`config.mk`:
```
export PLATFORM = sky130hd
export DESIGN_NAME = pmic_seq_fault_ctrl
export DESIGN_NICKNAME = d
export VERILOG_FILES = /design/src/rtl/pmic_seq_pkg.sv /design/src/rtl/pmic_seq_fault_ctrl.sv
export SDC_FILE = /design/constraint.sdc
export NUM_CORES = 1
export LEC_CHECK = 0
export BUFFER_PORTS_ARGS = -buffer_cell sky130_fd_sc_hd__buf_2
export CORE_ASPECT_RATIO = 0.7
export CORE_MARGIN = 5
export CORE_UTILIZATION = 35
export DETAILED_ROUTE_END_ITERATION = 7
export PLACE_DENSITY_LB_ADDON = 0.1
export RECOVER_POWER = 50
export SYNTH_ARGS = -nofsm -noshare
export SYNTH_HDL_FRONTEND = slang
export SYNTH_SLANG_ARGS = --single-unit
```
`constraint.sdc`:
```
create_clock -name clock_i -period 2.3 [get_ports clock_i]
set_input_delay 0.345 -clock clock_i [delete_from_list [all_inputs] [get_ports clock_i]]
set_output_delay 0.345 -clock clock_i [all_outputs]
set_load 0.005 [all_outputs]
```
`src/rtl/pmic_seq_pkg.sv`:
```
package pmic_seq_pkg;

	// ****************************************
	// Sizes and clock
	// ****************************************
	localparam int NUM_CH = 8;
	localparam int NUM_GRP = 5;
	localparam int CLK_HZ = 10000000;
	localparam int FRAME_BITS = 14;

	// ****************************************
	// Timing
	// ****************************************
	// Soft over-current limit time and short-circuit retry time in ms
	localparam int OC_LIMIT_MS = 10;
	localparam int RETRY_MS = 10;
	// Button hold threshold unit as a left shift of ms ticks (16 ticks)
	localparam int HOLD_UNIT_SHIFT = 4;

	// ****************************************
	// Command addresses
	// ****************************************
	localparam logic [4:0] ADDR_GROUP = 5'h00;
	localparam logic [4:0] ADDR_CONFIG = 5'h01;
	localparam logic [4:0] ADDR_SOFT_START = 5'h02;
	localparam logic [4:0] ADDR_SECONDARY = 5'h03;
	localparam logic [4:0] ADDR_HOLD = 5'h04;
	localparam logic [4:0] ADDR_SUMMARY = 5'h05;
	localparam logic [4:0] ADDR_STATUS = 5'h06;
	localparam logic [4:0] ADDR_FAULT_BASE = 5'h08;
	localparam logic [4:0] ADDR_DAC_BASE = 5'h10;

	// ****************************************
	// Field positions
	// ****************************************
	localparam int GRP_GATE_OUT = 0;
	localparam int GRP_MAIN_SUPPLY = 1;
	localparam int GRP_AUX = 2;
	localparam int GRP_BACKLIGHT = 3;
	localparam int GRP_ALT_SEQUENCE = 4;
	localparam int GLOBAL_OFF_BIT = 7;
	localparam int CFG_RESPONSE_B = 0;
	localparam int CFG_ALT_SEQ = 1;
	localparam int CFG_ACCURATE = 2;
	localparam int FT_THERMAL = 0;
	localparam int FT_OVER_CURRENT = 1;
	localparam int FT_SHORT = 2;
	localparam int FT_OVER_VOLT = 3;
	localparam int FT_UNDER_VOLT = 4;
	localparam int CH_IO = 4;

	// ****************************************
	// Reset values and masks
	// ****************************************
	localparam logic [7:0] GROUP_RST = 8'h02;
	localparam logic [7:0] CONFIG_RST = 8'h00;
	localparam logic [7:0] HOLD_RST = 8'h40;
	localparam logic [7:0] DAC_RST = 8'h80;
	localparam logic [1:0] SECONDARY_RST = 2'h1;
	localparam logic [7:0] THERMAL_PRESENT = 8'hbf;

	typedef enum logic [5:0] {
		ST_OFF = 6'h01,
		ST_BOOT = 6'h02,
		ST_SAMPLE = 6'h04,
		ST_RAMP = 6'h08,
		ST_RUN = 6'h10,
		ST_DOWN = 6'h20
	} seq_state_e;

endpackage

```
`src/rtl/pmic_seq_fault_ctrl.sv`:
```
// Function
// - A thermal trip shuts every regulator of the tripping regulator's group.
// - A thermal trip in the main supply group shuts the whole chip.
// - Soft over-current limits cycle by cycle; still limited after 10 ms shuts off.
// - A short-circuit turns the affected output off at once.
// - After a short, only the main group retries once after 10 ms.
// - Selectable voltage response A: output off and fault flagged.
// - Response B: output stays on, fault flagged, host decides.
// - Gate supply boots in peak detect; reference good releases power-on reset.
// - At reset release sample rate and soft-start pins, ramp main group.
// - Group commands are accepted only after the main supplies are up.
// - Alternate sequence moves the I/O regulator under separate host ordering.
// - Sampled soft-start is default; channels five to eight reprogrammable afterwards.
// - Channels one to five use the primary clock in four staggered phases.
// - Channels six to eight use a host programmable secondary clock.
// - Summary fault register plus per channel fault type registers.
// - Standard mode executes each command once fully received.
// - Accurate mode executes only when two consecutive copies match.
// - Five groups: gate out, main, aux, backlight, alternate.
// - Alternate group holds the I/O regulator only with option one.
// - A group switches all its regulators together.
// - Gate supply hands over to PWM once alive and rate selected.
// - Each regulator has a host written reference code.
// - Global off command shuts down the whole chip.
// - Button press and release turns on; long hold turns off.
`timescale 1ns/1ps
module pmic_seq_fault_ctrl import pmic_seq_pkg::*; #(
	parameter int MS_CYCLES = CLK_HZ / 1000
) (
	input wire logic clock_i,
	input wire logic resetn_i,
	input wire logic ref_rail_good_i,
	input wire logic main_good_i,
	input wire logic [2:0] select_pin_a_i,
	input wire logic [1:0] soft_start_sel_i,
	input wire logic power_button_pin_i,
	input wire logic link_clk_i,
	input wire logic link_data_i,
	input wire logic link_sel_n_i,
	input wire logic [7:0] thermal_i,
	input wire logic [7:0] soft_oc_i,
	input wire logic [7:0] short_i,
	input wire logic [7:0] over_volt_i,
	input wire logic [7:0] under_volt_i,
	output logic chip_on_o,
	output logic por_released_o,
	output logic gate_pwm_o,
	output logic [7:0] reg_enable_o,
	output logic [7:0] current_limit_o,
	output logic [3:0] primary_phase_o,
	output logic secondary_switch_clock_o,
	output logic [15:0] soft_start_code_o,
	output logic [63:0] dac_code_o,
	output logic [7:0] fault_summary_o,
	output logic [7:0] rd_data_o,
	output logic rd_valid_o
);

	// ****************************************
	// Input synchronisers
	// ****************************************
	localparam int NA = 46;
	localparam int MSW = $clog2(MS_CYCLES + 1);
	logic [NA-1:0] async_in;
	logic [NA-1:0] s1;
	logic [NA-1:0] s2;
	logic [NA-1:0] s3;
	logic [NA-1:0] st;
	assign async_in = {ref_rail_good_i, main_good_i, power_button_pin_i, link_clk_i,
		link_data_i, link_sel_n_i, thermal_i, soft_oc_i, short_i, over_volt_i, under_volt_i};

	// Three stages per bit; a change counts when stages two and three agree
	genvar gi;
	generate
		for (gi = 0; gi < NA; gi++) begin : g_sync
			always_ff @(posedge clock_i or negedge resetn_i) begin
				if (!resetn_i) begin
					s1[gi] <= (gi == 40); // Select idles high
					s2[gi] <= (gi == 40);
					s3[gi] <= (gi == 40);
					st[gi] <= (gi == 40);
				end else begin
					s1[gi] <= async_in[gi];
					s2[gi] <= s1[gi];
					s3[gi] <= s2[gi];
					if (s2[gi] == s3[gi])
						st[gi] <= s3[gi];
				end
			end
		end
	endgenerate

	logic ref_good;
	logic main_good;
	logic button;
	logic lclk;
	logic ldata;
	logic lsel_n;
	logic [7:0] hot;
	logic [7:0] soft_oc;
	logic [7:0] shorted;
	logic [7:0] ovolt;
	logic [7:0] uvolt;
	assign {ref_good, main_good, button, lclk, ldata, lsel_n} = st[45:40];
	assign hot = st[39:32] & THERMAL_PRESENT;
	assign {soft_oc, shorted, ovolt, uvolt} = st[31:0];

	// ****************************************
	// Declarations
	// ****************************************
	seq_state_e state;
	logic [7:0] group_en;
	logic [7:0] config_r;
	logic [7:0] ss_prog;
	logic [1:0] ss_default;
	logic [2:0] rate_sel;
	logic [1:0] secondary_sel;
	logic [7:0] hold_sel;
	logic [7:0] dac [NUM_CH];
	logic [4:0] fault_type [NUM_CH];
	logic [7:0] kill;
	logic [7:0] oc_expired;
	logic [7:0] same_hot;
	logic [7:0] main_mask;
	logic [7:0] group_on;
	logic [7:0] next_enable;
	logic main_hot;
	logic chip_kill;
	logic global_off;
	logic long_hold;
	logic short_release;
	logic running;
	logic active;
	logic [MSW-1:0] ms_cnt;
	logic ms_tick;

	assign running = (state == ST_RUN);
	assign active = (state == ST_RAMP) || running;

	// Group index of a channel; the I/O regulator moves with the alternate option
	function automatic int group_of(input int ch, input logic alt);
		int g;
		g = GRP_BACKLIGHT;
		if (ch == 0)
			g = GRP_GATE_OUT;
		else if (ch <= 3)
			g = GRP_MAIN_SUPPLY;
		else if (ch == CH_IO)
			g = alt ? GRP_ALT_SEQUENCE : GRP_AUX;
		else if (ch <= 6)
			g = GRP_AUX;
		return g;
	endfunction

	// ****************************************
	// Group membership and thermal spread
	// ****************************************
	// group map
	always_comb begin
		for (int c = 0; c < NUM_CH; c++) begin
			group_on[c] = group_en[group_of(c, config_r[CFG_ALT_SEQ])];
			main_mask[c] = (group_of(c, config_r[CFG_ALT_SEQ]) == GRP_MAIN_SUPPLY);
			same_hot[c] = 1'b0;
			for (int k = 0; k < NUM_CH; k++)
				if (group_of(k, config_r[CFG_ALT_SEQ]) == group_of(c, config_r[CFG_ALT_SEQ]))
					same_hot[c] = same_hot[c] | hot[k];
		end
	end

	// main group thermal kills the chip
	assign main_hot = |(hot & main_mask);
	assign chip_kill = main_hot | global_off | (running & long_hold);

	// ****************************************
	// Millisecond tick
	// ****************************************
	always_ff @(posedge clock_i or negedge resetn_i) begin
		if (!resetn_i) begin
			ms_cnt <= '0;
			ms_tick <= 1'b0;
		end else begin
			ms_tick <= (ms_cnt == MSW'(MS_CYCLES - 1));
			ms_cnt <= (ms_cnt == MSW'(MS_CYCLES - 1)) ? '0 : ms_cnt + 1'b1;
		end
	end

	// ****************************************
	// Power sequencer
	// ****************************************
	// boot, reset release, ramp
	always_ff @(posedge clock_i or negedge resetn_i) begin
		if (!resetn_i) begin
			state <= ST_BOOT;
		end else begin
			case (state)
				ST_OFF: if (short_release) state <= ST_BOOT;
				ST_BOOT: if (ref_good) state <= ST_SAMPLE;
				ST_SAMPLE: state <= ST_RAMP;
				ST_RAMP: if (chip_kill) state <= ST_DOWN;
					else if (main_good) state <= ST_RUN;
				ST_RUN: if (chip_kill) state <= ST_DOWN;
				ST_DOWN: state <= ST_OFF;
				default: state <= ST_OFF;
			endcase
		end
	end

	// Straps caught once at reset release of the sequencer
	always_ff @(posedge clock_i or negedge resetn_i) begin
		if (!resetn_i) begin
			rate_sel <= '0;
			ss_default <= '0;
		end else if (state == ST_SAMPLE) begin
			rate_sel <= select_pin_a_i;
			ss_default <= soft_start_sel_i;
		end
	end

	// ****************************************
	// Power button
	// ****************************************
	logic btn_prev;
	logic [11:0] hold_cnt;
	always_ff @(posedge clock_i or negedge resetn_i) begin
		if (!resetn_i) begin
			btn_prev <= 1'b0;
			hold_cnt <= '0;
		end else begin
			btn_prev <= button;
			if (!button)
				hold_cnt <= '0;
			else if (ms_tick && hold_cnt != 12'hfff)
				hold_cnt <= hold_cnt + 1'b1;
		end
	end
	assign long_hold = button && (hold_cnt == {hold_sel, HOLD_UNIT_SHIFT'(0)});
	assign short_release = btn_prev && !button && (hold_cnt < {hold_sel, HOLD_UNIT_SHIFT'(0)});

	// ****************************************
	// Serial link receiver
	// ****************************************
	logic lclk_prev;
	logic lsel_prev;
	logic [FRAME_BITS-1:0] shift;
	logic [3:0] bit_cnt;
	logic frame_done;
	logic [FRAME_BITS-1:0] first_copy;
	logic have_first;
	logic exec;
	always_ff @(posedge clock_i or negedge resetn_i) begin
		if (!resetn_i) begin
			lclk_prev <= 1'b0;
			lsel_prev <= 1'b1;
			shift <= '0;
			bit_cnt <= '0;
			frame_done <= 1'b0;
		end else begin
			lclk_prev <= lclk;
			lsel_prev <= lsel_n;
			frame_done <= lsel_n && !lsel_prev && (bit_cnt == 4'(FRAME_BITS));
			if (lsel_n && lsel_prev)
				bit_cnt <= '0;
			else if (!lsel_n && lclk && !lclk_prev) begin
				shift <= {shift[FRAME_BITS-2:0], ldata};
				if (bit_cnt != 4'hf)
					bit_cnt <= bit_cnt + 1'b1;
			end
		end
	end

	// accurate mode needs two matching copies
	always_ff @(posedge clock_i or negedge resetn_i) begin
		if (!resetn_i) begin
			first_copy <= '0;
			have_first <= 1'b0;
		end else if (frame_done && config_r[CFG_ACCURATE]) begin
			if (have_first && first_copy == shift)
				have_first <= 1'b0;
			else begin
				first_copy <= shift;
				have_first <= 1'b1;
			end
		end else if (!config_r[CFG_ACCURATE])
			have_first <= 1'b0;
	end
	assign exec = frame_done && (!config_r[CFG_ACCURATE] || (have_first && first_copy == shift));

	logic cmd_wr;
	logic [4:0] cmd_addr;
	logic [7:0] cmd_data;
	assign cmd_wr = shift[13];
	assign cmd_addr = shift[12:8];
	assign cmd_data = shift[7:0];
	assign global_off = exec && cmd_wr && cmd_addr == ADDR_GROUP && cmd_data[GLOBAL_OFF_BIT];

	// ****************************************
	// Control registers
	// ****************************************
	// main group only after reset
	always_ff @(posedge clock_i or negedge resetn_i) begin
		if (!resetn_i) begin
			group_en <= GROUP_RST;
		end else if (state == ST_DOWN) begin
			group_en <= GROUP_RST;
		end else if (running && exec && cmd_wr && cmd_addr == ADDR_GROUP) begin
			group_en <= {3'h0, cmd_data[4:2], group_en[GRP_MAIN_SUPPLY], cmd_data[0]};
		end
	end

	// secondary clock reprogram after power up
	always_ff @(posedge clock_i or negedge resetn_i) begin
		if (!resetn_i) begin
			config_r <= CONFIG_RST;
			ss_prog <= '0;
			secondary_sel <= SECONDARY_RST;
			hold_sel <= HOLD_RST;
		end else begin
			if (state == ST_SAMPLE)
				ss_prog <= {4{soft_start_sel_i}};
			if (exec && cmd_wr) begin
				if (cmd_addr == ADDR_CONFIG)
					config_r <= cmd_data;
				if (cmd_addr == ADDR_HOLD)
					hold_sel <= cmd_data;
				if (running && cmd_addr == ADDR_SOFT_START)
					ss_prog <= cmd_data;
				if (running && cmd_addr == ADDR_SECONDARY)
					secondary_sel <= cmd_data[1:0];
			end
		end
	end

	// ****************************************
	// Per channel protection
	// ****************************************
	logic retry_used;
	logic retry_wait;
	logic [3:0] retry_cnt;
	logic retry_fire;
	logic main_short;
	assign main_short = |(shorted & main_mask & group_on);

	// single main group retry after 10 ms
	always_ff @(posedge clock_i or negedge resetn_i) begin
		if (!resetn_i) begin
			retry_used <= 1'b0;
			retry_wait <= 1'b0;
			retry_cnt <= '0;
			retry_fire <= 1'b0;
		end else begin
			retry_fire <= 1'b0;
			if (state == ST_OFF) begin
				retry_used <= 1'b0;
				retry_wait <= 1'b0;
			end else if (retry_wait) begin
				if (ms_tick)
					retry_cnt <= retry_cnt + 1'b1;
				if (retry_cnt == 4'(RETRY_MS)) begin
					retry_wait <= 1'b0;
					retry_fire <= 1'b1;
				end
			end else if (main_short && !retry_used) begin
				retry_wait <= 1'b1;
				retry_used <= 1'b1;
				retry_cnt <= '0;
			end
		end
	end

	generate
		for (gi = 0; gi < NUM_CH; gi++) begin : g_ch
			logic [3:0] oc_ms;
			logic reopen;
			assign reopen = (state == ST_OFF) || (retry_fire && main_mask[gi]) ||
				(running && exec && cmd_wr && cmd_addr == ADDR_GROUP &&
				cmd_data[group_of(gi, config_r[CFG_ALT_SEQ])]);

			always_ff @(posedge clock_i or negedge resetn_i) begin
				if (!resetn_i) begin
					oc_ms <= '0;
					oc_expired[gi] <= 1'b0;
				end else begin
					oc_expired[gi] <= soft_oc[gi] && !kill[gi] && oc_ms == 4'(OC_LIMIT_MS);
					if (!soft_oc[gi] || kill[gi])
						oc_ms <= '0;
					else if (ms_tick && oc_ms != 4'(OC_LIMIT_MS))
						oc_ms <= oc_ms + 1'b1;
				end
			end

			always_ff @(posedge clock_i or negedge resetn_i) begin
				if (!resetn_i)
					kill[gi] <= 1'b0;
				else if (shorted[gi] || oc_expired[gi] || same_hot[gi] ||
					((ovolt[gi] || uvolt[gi]) && !config_r[CFG_RESPONSE_B]))
					kill[gi] <= 1'b1;
				else if (reopen)
					kill[gi] <= 1'b0;
			end

			// sticky flags; a new fault beats the read clear
			always_ff @(posedge clock_i or negedge resetn_i) begin
				if (!resetn_i)
					fault_type[gi] <= '0;
				else if (exec && !cmd_wr && cmd_addr == ADDR_FAULT_BASE + 5'(gi))
					fault_type[gi] <= {uvolt[gi], ovolt[gi], shorted[gi], oc_expired[gi], hot[gi]};
				else
					fault_type[gi] <= fault_type[gi] |
						{uvolt[gi], ovolt[gi], shorted[gi], oc_expired[gi], hot[gi]};
			end

			always_ff @(posedge clock_i or negedge resetn_i) begin
				if (!resetn_i)
					dac[gi] <= DAC_RST;
				else if (exec && cmd_wr && cmd_addr == ADDR_DAC_BASE + 5'(gi))
					dac[gi] <= cmd_data;
			end
			assign dac_code_o[gi*8 +: 8] = dac[gi];
		end
	endgenerate

	always_comb begin
		next_enable = '0;
		if (active)
			next_enable = group_on & ~kill;
	end

	// ****************************************
	// Outputs and read-back
	// ****************************************
	// summary and type read-back
	always_ff @(posedge clock_i or negedge resetn_i) begin
		if (!resetn_i) begin
			chip_on_o <= 1'b0;
			por_released_o <= 1'b0;
			gate_pwm_o <= 1'b0;
			reg_enable_o <= '0;
			current_limit_o <= '0;
			soft_start_code_o <= '0;
			fault_summary_o <= '0;
			rd_data_o <= '0;
			rd_valid_o <= 1'b0;
		end else begin
			chip_on_o <= (state != ST_OFF) && (state != ST_DOWN);
			por_released_o <= (state == ST_SAMPLE) || active;
			gate_pwm_o <= active;
			reg_enable_o <= next_enable;
			current_limit_o <= soft_oc & next_enable;
			soft_start_code_o <= {ss_prog, {4{ss_default}}};
			for (int c = 0; c < NUM_CH; c++)
				fault_summary_o[c] <= |fault_type[c];
			rd_valid_o <= exec && !cmd_wr;
			if (exec && !cmd_wr) begin
				rd_data_o <= '0;
				case (cmd_addr)
					ADDR_GROUP: rd_data_o <= group_en;
					ADDR_CONFIG: rd_data_o <= config_r;
					ADDR_SOFT_START: rd_data_o <= ss_prog;
					ADDR_SECONDARY: rd_data_o <= {6'h00, secondary_sel};
					ADDR_HOLD: rd_data_o <= hold_sel;
					ADDR_SUMMARY: rd_data_o <= fault_summary_o;
					ADDR_STATUS: rd_data_o <= {2'h0, state};
					default: begin
						if (cmd_addr >= ADDR_DAC_BASE)
							rd_data_o <= dac[cmd_addr[2:0]];
						else if (cmd_addr >= ADDR_FAULT_BASE)
							rd_data_o <= {3'h0, fault_type[cmd_addr[2:0]]};
					end
				endcase
			end
		end
	end

	// ****************************************
	// Switching clocks
	// ****************************************
	logic [2:0] qtr_cnt;
	logic [1:0] phase_idx;
	logic [4:0] sec_cnt;
	always_ff @(posedge clock_i or negedge resetn_i) begin
		if (!resetn_i) begin
			qtr_cnt <= '0;
			phase_idx <= '0;
			primary_phase_o <= '0;
		end else begin
			primary_phase_o <= '0;
			if (active) begin
				qtr_cnt <= (qtr_cnt == rate_sel) ? '0 : qtr_cnt + 1'b1;
				if (qtr_cnt == rate_sel) begin
					phase_idx <= phase_idx + 1'b1;
					primary_phase_o[phase_idx] <= 1'b1;
				end
			end
		end
	end

	always_ff @(posedge clock_i or negedge resetn_i) begin
		if (!resetn_i) begin
			sec_cnt <= '0;
			secondary_switch_clock_o <= 1'b0;
		end else if (active) begin
			sec_cnt <= (sec_cnt == {secondary_sel, 3'h7}) ? '0 : sec_cnt + 1'b1;
			if (sec_cnt == {secondary_sel, 3'h7})
				secondary_switch_clock_o <= !secondary_switch_clock_o;
		end else
			secondary_switch_clock_o <= 1'b0;
	end

endmodule

```
=== Word level (Yosys, flattened, before mapping) ===
Cells that the tools add are included.

* Flip-flop bits (word level): 515
* Bits of input ports: 53
* Output and inout port bits: 121
* Word-level logic and storage cells: 729

* Add/subtract/negate cells: 15
* $lt $le $gt $ge: 7
* Equality and inequality tests: 115
* Multiplexer cells: 105
* Bitwise operators: 33
* Reduce and logical (&&, ||, !) cells: 196

{| class="wikitable"
|+ Operator list
! cell !! number
|-
| 4-bit 2-to-1 mux || 24
|-
| 1-bit logical AND || 78
|-
| 8-bit 2-to-1 mux || 9
|-
| 3-bit by 32-bit equality test with 1-bit output (first input constant) || 2
|-
| 5-bit 2-to-1 mux || 12
|-
| 8-bit case mux with 7 select lines || 1
|-
| 1-bit logical OR || 50
|-
| 1-bit equality test || 45
|-
| 1-bit 2-to-1 mux || 43
|-
| 2-bit nonzero test || 21
|-
| 4-bit by 1-bit adder with 4-bit output (second input constant) || 10
|-
| 4-bit equality test (second input constant) || 10
|-
| 5-bit by 4-bit equality test with 1-bit output (second input constant) || 8
|-
| 5-bit equality test (second input constant) || 8
|-
| 5-bit OR || 8
|-
| 5-bit OR reduction || 8
|-
| 4-bit inequality test (second input constant) || 9
|-
| 2-bit by 32-bit equality test with 1-bit output (first input constant) || 1
|-
| 32-bit by 2-bit equality test with 1-bit output (second input constant) || 1
|-
| 32-bit by 3-bit equality test with 1-bit output (second input constant) || 1
|-
| 32-bit zero test || 1
|-
| 6-bit 2-to-1 mux || 5
|-
| 6-bit case mux with 5 select lines || 1
|-
| 1-bit zero test || 25
|-
| other kinds (52) || 90
|}

=== Longest topological paths before layout ===
Gate-level depths: netlist of the first run.

* Depth in word-level cells: 17
* Mapped depth: 8
* Depth with buffers taken out: 7

=== Worst setup path before layout of the first run ===
Ideal clock, no wire load.

* Path kind: reg2reg
* Start point: reg shift[12]
* End point: reg dac (netlist bit dac_code_o[48])
* Setup time: 0.125 ns
* Arrival time: 2.275 ns
* Required time: 2.175 ns
* Setup slack: -0.100 ns
* Cell stages (with the launch flop): 8
* Path buffers: 2
* Clock period less this slack: 2.400 ns
* Cells stage by stage: dfrtp_1 -> buf_6 -> xnor2_2 -> nand4_1 -> o41a_4 -> or4_1 -> buf_6 -> mux2_4

* Cells in the longest elaborated chain, start to end: 6

{| class="wikitable"
|+ RTL lines
! item !! line !! RTL
|-
| start: declaration || pmic_seq_fault_ctrl.sv:244 || <nowiki>logic [FRAME_BITS-1:0] shift;</nowiki>
|-
| start signal: assignment || pmic_seq_fault_ctrl.sv:264 || <nowiki>shift <= {shift[FRAME_BITS-2:0], ldata};</nowiki>
|-
| 14-bit equality test || pmic_seq_fault_ctrl.sv:286 || <nowiki>assign exec = frame_done && (!config_r[CFG_ACCURATE] || (have_first && first_copy == shift));</nowiki>
|-
| 1-bit logical AND || pmic_seq_fault_ctrl.sv:286 ||
|-
| 1-bit logical OR || pmic_seq_fault_ctrl.sv:286 ||
|-
| 1-bit logical AND || pmic_seq_fault_ctrl.sv:286 ||
|-
| 1-bit logical AND || pmic_seq_fault_ctrl.sv:415 || <nowiki>else if (exec && cmd_wr && cmd_addr == ADDR_DAC_BASE + 5'(gi))</nowiki>
|-
| 1-bit logical AND * || pmic_seq_fault_ctrl.sv:415 ||
|-
| end signal: indexed assignment || pmic_seq_fault_ctrl.sv:416 || <nowiki>dac[gi] <= cmd_data;</nowiki>
|-
| end: declaration || pmic_seq_fault_ctrl.sv:119 || <nowiki>logic [7:0] dac [NUM_CH];</nowiki>
|}

Mark *: on every way between the ends. The rest lies on a longest branch, timed or not.
A chain may end at the register's enable or synchronous reset.

=== Worst setup path in the final report of the first run ===
* Start point: reg first_copy[8]
* End point: reg dac (netlist bit dac_code_o[62])

* Cells in the longest elaborated chain, start to end: 6

{| class="wikitable"
|+ RTL lines
! item !! line !! RTL
|-
| start: declaration || pmic_seq_fault_ctrl.sv:247 || <nowiki>logic [FRAME_BITS-1:0] first_copy;</nowiki>
|-
| start signal: assignment || pmic_seq_fault_ctrl.sv:280 || <nowiki>first_copy <= shift;</nowiki>
|-
| 14-bit equality test || pmic_seq_fault_ctrl.sv:286 ||
|-
| 1-bit logical AND || pmic_seq_fault_ctrl.sv:286 ||
|-
| 1-bit logical OR || pmic_seq_fault_ctrl.sv:286 ||
|-
| 1-bit logical AND || pmic_seq_fault_ctrl.sv:286 ||
|-
| 1-bit logical AND (2 in series) || pmic_seq_fault_ctrl.sv:415 ||
|}

No other way between the ends.

==> flow_summary.yaml, run 1 <==
timing:
  fmax_mhz: 417
  finalSetupViolations: 21
  max_slew.worst_pin.slew_ns: 1.49
  skew_ns: 0.0242
  rsz0062_at_grt: "yes"
  setup_ws_ns: -0.101
  slew_headroom_pct: 0.460
  fin_crit_sh_pct: 104
  period_needed_ns: 2.40
  finalHoldViolations: 0
  slew_viol_final: 0
critical_path:
  r2r_cells: 5
  critPathKind: "flop to flop"
  regToRegEndpoint: "dac_code_o[62]"
  crit_arrival_ns: 2.86
  end_kind: "flop"
  path_max_fanout: 8
  required_ns: 2.76
  reg2reg_from: "first_copy[8]"
  r2r_slack_ns: -0.10
  startpoint_type: "flop"
placement:
  placed_cells: 2442
  hpwlAfterDp_mm: 35.0
  numPortBuffers: 172
  place_congestion: 0.810
logic_synthesis:
  avgSynthCellArea_um2: 13.5
  synth-edff-count: 0
  synth_nets: 1570
  netlist_instances: 1480
  synthArstFlopShare_pct: 100
  synth_area_leader_cell: "dfrtp_1"
  synth-seq-area-share_pct: 63.5
  synth-seq-cells: 505
  synth_top_area_share_pct: 61.3
  synth_area_leaders: "dfrtp_1 61%, mux2_2 6.1%, mux4_2 2.6%, ha_1 2.3%, maj3_1 2.3%"
  synth_area_um2: 19900
  yosys_warnings: 0
  ys.flop_type: "dfrtp_1"
  synth_cell_types: 70
clocking:
  ctsRootBufferMaster: "clkbuf_16"
  numCtsBuffers: 51
  clk_pin_slew_ns: 0.06
  clock_sinks: 505
  cts_tree: "built"
  max-clock-path-buffers: 3
  insertion_delay_ns: 0.59
  htree_levels: 2
route:
  dr_total_vias: 12700
  dr.pass1.iters: 5
  drt-total-wl_mm: 50.1
  initialDrtViolationCount: 740
  wl_per_cell_um: 19.3
  drtAntennaViolNets: 0
  post-route-drc-count: 0
  via_per_inst: 4.88
worst_hold_path:
  whs_path_depth: 4
  hp-class: "input pin to flop"
  min_from: "soft_start_sel_i[1]"
  holdPathEnd: "ss_default[1]"
cells_and_area:
  syn_to_final_growth_pct: 25.7
  n_fill_cell: 5181
  final_cell_count_no_fill: 2597
  drive_above_1_share_pct: 30.8
  nets: 1895
  multi_input_area_um2: 7120
  final_util_pct: 44.2
  final-seq-area_um2: 12700
floorplan:
  boundaryPins: 174
  die_area_um2: 61900
  fp.dieW_um: 295
  start_util_pct: 35.2
  fp-row-count: 73
  die_h_um: 210
  core_um2: 56600
global_route:
  grt.overflow.total: 0
  grt_pass1_vias: 13100
  grt_antenna_before_repair: 1
  grt_pass1_wl_mm: 79.0
  grt_usage_pct: 16.2
  grt_start_max_net_pins: 90
run_status:
  violations: "negative setup slack"
  status: "finished, violations left"
pwr:
  peakVddDrop_mv: 0.479
  leakagePower_nw: 11.3
  power_per_cell_area_nw_per_um2: 822
run:
  drv_cap: 0
-- cell usage in the layout (no fill, tap or decap), types with 5 or more instances in the layout --
| master | instances |
|---|---|
| and3_1 | 10 |
| nor2b_1 | 16 |
| nand4_1 | 35 |
| nand2_1 | 70 |
| clkbuf_16 | 52 |
| buf_12 | 14 |
| buf_4 | 77 |
| and2_1 | 8 |
| mux4_2 | 23 |
| xor2_1 | 31 |
| nor2_1 | 116 |
| bufinv_16 | 7 |
| xnor2_1 | 28 |
| dfrtp_1 | 486 |
| maj3_1 | 45 |
| a21oi_1 | 35 |
| nand3b_1 | 13 |
| buf_6 | 9 |
| xnor2_2 | 7 |
| clkinv_2 | 10 |
| nor4_1 | 7 |
| clkbuf_8 | 11 |
| mux2_2 | 68 |
| mux2_4 | 56 |
| nand2b_1 | 11 |
| o21ai_0 | 38 |
| a22o_1 | 11 |
| ha_1 | 37 |
| mux2i_1 | 19 |
| clkbuf_2 | 5 |
| nand3_1 | 31 |
| dlygate4sd3_1 | 49 |
| buf_2 | 172 |
| clkbuf_1 | 6 |
| nor3_1 | 32 |
| a22oi_1 | 7 |
| a21o_1 | 45 |
| dfstp_2 | 15 |
| inv_1 | 39 |
-- report_power, final --
group | switching [W] | total (W) | internal [W] | leakage, nW
clock | 0.00356 | 0.00886 | 0.00530 | 0.894
sequential | 0.000246 | 0.00945 | 0.00921 | 6.25
combinational | 0.00135 | 0.00228 | 0.000926 | 4.20
-- stage by stage --
stage	setup TNS [ns]	area [µm²]	power (W)	hold slack (ns)	worst slack, ns
global route	-9.53	25100	0.0215	0.207	-0.181
finish	-1.30	25100	0.0206	0.207	-0.101
detailed placement	-6.36	22500	0.0117	0.314	-0.169
CTS	-1.66	24900	0.0209	0.164	-0.138
global placement	-5.68	22500	0.0117	0.317	-0.150
floorplan	-0.919	20000	0.0106	0.0494	-0.0626
-- layout make-up --
type                            count  share of cell area, %
Clock inverter                     26                   1.38
Timing Repair Buffer              329                   9.43
Multi-Input combinational cell    877                   28.4
Inverter                           41                  0.629
Sequential cell                   505                   50.5
Tap cell                          750                   3.75
Antenna cell                        1                0.00999
Clock buffer                       68                   5.87
-- Yosys cell counts, types with 23 or more instances --
cell and count:
dfrtp_1 488, nor2_1 117, mux2_2 108, nand2_1 73, a21o_1 45, maj3_1 45, inv_1 40, clkbuf_1 38
o21ai_0 38, ha_1 37, a21oi_1 35, nand4_1 35, xnor2_1 34, nor3_1 33, nand3_1 32, xor2_1 31
mux4_2 23
-- registers in the layout, indices dropped and copies added, names as in the netlist, 10 cells and up --
register and cells:
soft_start_code_o 10, fault_type 39, s1 45, hold_cnt 12, first_copy 14, s2 45
ms_cnt 14, shift 14, dac_code_o 64, g_ch.oc_ms 32, s3 45
-- worst max-delay path, cell delays in order (launching register included) --
cell     delay (ns)
dfrtp_1        0.41
xnor2_2        0.18
nand3_2        0.15
o41a_4         0.52
or4_4          0.67
mux2_4         0.34
-- worst max path at each step --
| stage | start | endpoint | slack, ns | depth (start not counted) |
|---|---|---|---|---|
| finish | first_copy[8] | dac_code_o[62] | -0.10 | 5 |
| global route | first_copy[3] | dac_code_o[59] | -0.18 | 5 |
| CTS | first_copy[6] | dac_code_o[59] | -0.14 | 5 |
| detailed placement | first_copy[0] | dac_code_o[59] | -0.17 | 5 |
| global placement | first_copy[0] | dac_code_o[62] | -0.15 | 5 |
| floorplan | shift[8] | dac_code_o[48] | -0.06 | 7 |
-- cells by family (layout without fill, tap and decap cells) --
group	Yosys count	after routing	share of synthesized area [%]
XOR/XNOR	66	66	2.94
adder cells (fa/ha/maj)	82	82	4.58
multiplexers	167	167	10.9
other	0	1	0
flip-flops	505	505	63.5
buffers and inverters	98	464	2.11
AND/OR/NAND/NOR	390	390	10.1
AO/OA/AOI/OAI	172	172	5.87
-- per-layer routing --
| metal | up-vias | share of wire, % | track usage [%] |
|---|---|---|---|
| met5 | - | 0 | 0 |
| met4 | 0 | 1.7 | 3.28 |
| met3 | 65 | 5.0 | 3.08 |
| met2 | 249 | 43 | 23.6 |
| met1 | 6487 | 51 | 25.4 |
| li1 | 5876 | - | - |
-- timing repair --
| item | CTS | global route |
|---|---|---|
| setup buffers | 2 | 8 |
| endpoints found under the setup margin | 73 | 138 |
| gates resized for setup | 21 | 49 |
| pin swaps | 12 | 22 |
| hold buffers | 49 | 0 |
| gates cloned | 0 | 1 |
| endpoints found under the hold margin | 86 | 0 |
Note: power is estimated with default switching activity, not from simulation.
==> run 2, diff against run 1 <==
Settings changed: CORE_ASPECT_RATIO 0.7 to unset.
==> run 2 against run 1 <==
Compared with the run above:
- the run still ends with negative setup slack left
- flip-flop and latch count unchanged
- hold slack lost 0.025 ns
- highest routed layer unchanged
- sequential power is essentially flat
- power grew 3.3%
- critical path type unchanged
- fmax is 0.77% higher
==> flow_summary.yaml, run 2 (same netlist as run 1, synthesis figures left out) <==
pwr:
  peakVddDrop_mv: 0.597
  p_comb_share_pct: 11.5
  power_per_cell_area_nw_per_um2: 842
  power_frac_seq_pct: 44.4
  p_sw_share_pct: 25.2
  clockPowerShare_pct: 44.0
  switchingPower_w: 0.00536
  internal_power_w: 0.0159
  leakagePower_nw: 11.4
cells_and_area:
  mostFrequentLayoutCells: "486 x dfrtp_1, 171 x buf_2, 116 x nor2_1, 81 x mux2_2, 73 x buf_4"
  final_util_pct: 44.8
  mostFrequentLayoutCell: "dfrtp_1"
  n_fill_cell: 5270
  syn_to_final_growth_pct: 26.7
  diodes: 0
  drive_above_1_share_pct: 31.6
  nets: 1900
  largest_register_ffs: 64
timing:
  finalSetupViolations: 18
  slew_headroom_pct: 29.0
  period_needed_ns: 2.38
  slew_viol_final: 0
  tns_ns: -0.827
  fmax_mhz: 420
  skew_ns: 0.0206
  finalHoldViolations: 0
  setup_ws_ns: -0.0822
  rsz0062_at_grt: "yes"
  max_slew.worst_pin.slew_ns: 1.06
  fin_crit_sh_pct: 104
run_status:
  violations: "negative setup slack"
  status: "finished, violations left"
critical_path:
  startpoint_type: "flop"
  end_kind: "flop"
  startpoint: "shift[6]"
  regToRegEndpoint: "dac_code_o[52]"
  critPathKind: "flop to flop"
  r2r_cells: 5
  crit_arrival_ns: 2.87
  required_ns: 2.78
  r2r_slack_ns: -0.08
  reg2reg_from: "shift[6]"
  path_max_fanout: 8
floorplan:
  boundaryPins: 174
  start_util_pct: 35.4
  fp.dieW_um: 249
  core_um2: 56400
  die_area_um2: 61800
  die_h_um: 249
  fp-row-count: 87
route:
  dr_total_vias: 12700
  post-route-drc-count: 0
  initialDrtViolationCount: 626
  drtAntennaViolNets: 0
  via_per_inst: 4.85
  drt-total-wl_mm: 50.7
  dr.pass1.iters: 5
  wl_per_cell_um: 19.4
worst_hold_path:
  min_from: "soft_start_sel_i[1]"
  holdPathEnd: "ss_default[1]"
  hp-class: "input pin to flop"
  whs_path_depth: 4
clocking:
  max-clock-path-buffers: 3
  numCtsBuffers: 57
  ctsRootBufferMaster: "clkbuf_16"
  cts_tree: "built"
  insertion_delay_ns: 0.61
  clock_sinks: 505
  clk_pin_slew_ns: 0.05
  htree_levels: 2
run:
  drv_cap: 0
global_route:
  grt_start_max_net_pins: 111
  grt_pass1_vias: 13200
  grt_pass1_wl_mm: 79.8
  grt.overflow.total: 0
  grt_usage_pct: 16.2
  grt_antenna_before_repair: 0
placement:
  hpwlAfterDp_mm: 35.0
  place_congestion: 0.802
  numPortBuffers: 172
## run 2: repair_timing
action                                  4_1_cts  5_1_grt
hold endpoints to repair                    190        0
pin swaps                                     4       16
hold buffers                                 49        0
endpoints found under the setup margin       57      108
gates resized for setup                       3       57
cloned                                        1        1
buffers inserted                              2       13
## run 2: final cells by class
class / instances / area [µm²] / area share [%]
Clock buffer: 79 / 1630 / 6.45
Clock inverter: 29 / 345 / 1.37
Inverter: 41 / 154 / 0.609
Multi-Input combinational cell: 877 / 7100 / 28.1
Sequential cell: 505 / 12700 / 50.1
Tap cell: 756 / 946 / 3.75
Timing Repair Buffer: 328 / 2410 / 9.55
## run 2: worst max-delay path, cell delays in order (launching register included)
cell	delay [ns]
dfrtp_1	0.40
xnor2_2	0.17
nand4_1	0.18
o41a_4	0.55
or4_4	0.63
mux2_4	0.33
## run 2: how the worst max path moves through the flow
stage,end,slack [ns],depth (start not counted)
3_5_place_dp,dac_code_o[57],-0.08,5
5_1_grt,dac_code_o[49],-0.14,5
3_3_place_gp,dac_code_o[58],-0.07,5
6_report,dac_code_o[52],-0.08,5
2_1_floorplan,dac_code_o[48],-0.06,7
4_1_cts,config_r[6],-0.07,7
## run 2: through the flow
step | std cells | setup WS (ns) | power, W | hold WS (ns) | area (µm²)
final | 2615 | -0.0822 | 0.0213 | 0.183 | 25300
after global routing | 2615 | -0.142 | 0.0222 | 0.165 | 25300
after CTS | 2602 | -0.0658 | 0.0214 | 0.137 | 25000
after detailed placement | 2442 | -0.0759 | 0.0118 | 0.253 | 22500
after global placement | 2442 | -0.0676 | 0.0117 | 0.253 | 22500
after floorplan | 1480 | -0.0626 | 0.0106 | 0.0494 | 20000
## run 2: power by group through the flow
stage	logic, W	registers, W	clock network (W)
6_report	0.00246	0.00945	0.00937
5_1_grt	0.00263	0.00949	0.0100
4_1_cts	0.00230	0.00946	0.00966
3_5_place_dp	0.00217	0.00961	0
3_3_place_gp	0.00214	0.00960	0
2_1_floorplan	0.00108	0.00953	0
## run 2: metal layers
metal / routed length [µm] / GRT usage, % / share of wire, %
met1: 23600 / 22.4 / 47
met2: 23800 / 26.1 / 47
met3: 2010 / 3.02 / 4.0
met4: 1330 / 4.79 / 2.6
met5: 0 / 0 / 0
==> run 3, diff against run 2 <==
Settings changed: CTS_BUF_LIST set to sky130_fd_sc_hd__clkbuf_16.
==> run 3 against run 2 <==
Compared with the run above:
- the run still ends with negative setup slack left
- non-clock buffer count shrank 1
- fmax is essentially flat
- register-to-register slack is essentially flat
- design area decreased by 0.55%
- cell count about the same
- die area is the same
- global-route usage stayed put
- sequential share of layout area is 0.28 points higher
- via count rose by 0.35%
- power shrank 2.2%
- clock skew about the same
- core utilization is 0.25 points lower
- critical endpoint unchanged
- largest cell class unchanged
- largest power group unchanged
==> flow_summary.yaml, run 3 (same netlist as run 1, synthesis figures left out) <==
timing:
  slew_headroom_pct: 29.2
  setup_ws_ns: -0.0824
  finalHoldViolations: 0
  fmax_mhz: 420
  skew_ns: 0.0208
  finalSetupViolations: 18
  rsz0062_at_grt: "yes"
  fin_crit_sh_pct: 104
  slew_viol_final: 0
  max_slew.worst_pin.slew_ns: 1.06
  period_needed_ns: 2.38
floorplan:
  start_util_pct: 35.4
  die_area_um2: 61800
  boundaryPins: 174
  core_um2: 56400
  die_h_um: 249
  fp.dieW_um: 249
  fp-row-count: 87
pwr:
  total_power_w: 0.0208
  leakagePower_nw: 11.4
  power_per_cell_area_nw_per_um2: 829
  peakVddDrop_mv: 0.597
placement:
  place_ws_ns: -0.0759
  place_congestion: 0.802
  hpwlAfterDp_mm: 35.0
  numPortBuffers: 172
run_status:
  status: "finished, violations left"
  violations: "negative setup slack"
cells_and_area:
  diodes: 0
  largest_register_ffs: 64
  syn_to_final_growth_pct: 26.0
  n_fill_cell: 5279
  nets: 1899
  drive_above_1_share_pct: 30.8
  mostFrequentLayoutCells: "486 x dfrtp_1, 171 x buf_2, 116 x nor2_1, 84 x mux2_2"
  mostFrequentLayoutCell: "dfrtp_1"
  final-seq-area_um2: 12700
  multi_input_area_um2: 7090
clocking:
  ctsRootBufferMaster: "clkbuf_16"
  insertion_delay_ns: 0.61
  max-clock-path-buffers: 3
  clk_pin_slew_ns: 0.05
  numCtsBuffers: 57
  cts_tree: "built"
  clock_sinks: 505
  htree_levels: 2
run:
  drv_cap: 0
global_route:
  grt_pass1_wl_mm: 79.8
  met3_usage_pct: 3.05
  grt.overflow.total: 0
  grt_start_max_net_pins: 111
  grt_antenna_before_repair: 0
  grt_usage_pct: 16.2
  met2_usage_pct: 26.1
  grt_busiest_layer: "met2"
  grt_pass1_vias: 13200
  gr-usage-met1_pct: 22.4
critical_path:
  crit_arrival_ns: 2.87
  required_ns: 2.78
  end_kind: "flop"
  critPathKind: "flop to flop"
  path_max_fanout: 8
  startpoint_type: "flop"
route:
  via_per_inst: 4.87
  drt-total-wl_mm: 50.6
  dr_total_vias: 12700
  dr.pass1.iters: 5
  post-route-drc-count: 0
  drtAntennaViolNets: 0
  wl_per_cell_um: 19.4
  initialDrtViolationCount: 657
worst_hold_path:
  hp-class: "input pin to flop"
## run 3: changes by cell type in the layout (fill, tap and decap cells not counted), moves of 2 or more
cell,delta
buf_6,+2
mux2_2,+3
mux2_4,-3
buf_4,-3
clkinv_1,+12
clkbuf_8,-12
clkbuf_1,-10
inv_1,+10
## run 3: metal layers
layer  vias to the layer above  part of all wire [%]
li1                       5883                     -
met1                      6527                    46
met2                       230                    47
met3                        84                   4.0
met4                         0                   2.7
met5                         -                     0
## run 3: worst max-delay path, cell delays in order, from the launching register on
cell and delay, ns:
dfrtp_1 0.40, xnor2_2 0.17, nand4_1 0.18, o41a_4 0.55, or4_4 0.63, mux2_4 0.33
## run 3: final cells by class
cell class / instances / area share, %
Clock buffer: 57 / 5.68
Sequential cell: 505 / 50.4
Multi-Input combinational cell: 877 / 28.2
Inverter: 41 / 0.613
Clock inverter: 51 / 1.70
Tap cell: 756 / 3.77
Timing Repair Buffer: 327 / 9.61
## run 3: final timing paths
kind / start / to / slack [ns] / depth (start not counted)
max: shift[6] / dac_code_o[52] / -0.08 / 5
min: soft_start_sel_i[1] / ss_default[1] / 0.18 / 4
max reg2reg: shift[6] / dac_code_o[52] / -0.08 / 5
min reg2reg: s1[20] / s2[20] / 0.34 / 0
max in group asynchronous: resetn_i / current_limit_o[2] / 0.30 / 4
min in group asynchronous: resetn_i / dac_code_o[14] / 0.47 / 2
## run 3: metrics by stage
| stage | util [%] | TNS, ns | cells | cell area, µm² | hold WS [ns] |
|---|---|---|---|---|---|
| final | 44.5 | -0.846 | 2614 | 25100 | 0.183 |
| after detailed placement | 39.8 | -2.13 | 2442 | 22500 | 0.253 |
| after CTS | 44.1 | -0.905 | 2602 | 24900 | 0.137 |
| after floorplan | - | -0.919 | 1480 | 20000 | 0.0494 |
| after global placement | 39.8 | -1.64 | 2442 | 22500 | 0.253 |
| after global routing | 44.5 | -4.87 | 2614 | 25100 | 0.166 |
## run 3: what timing repair did
action / CTS / global route
buffers inserted: 2 / 12
pin swaps: 4 / 15
endpoints found under the setup margin: 58 / 108
hold buffers: 49 / 0
gates cloned: 1 / 1
gates resized for setup: 3 / 54
endpoints found under the hold margin: 190 / 0
## run 3: where the power goes
group / leakage, nW / internal [W] / total [W] / switching [W]
registers: 6.25 / 0.00921 / 0.00945 / 0.000241
logic: 4.20 / 0.00106 / 0.00246 / 0.00139
clock network: 0.938 / 0.00519 / 0.00890 / 0.00371
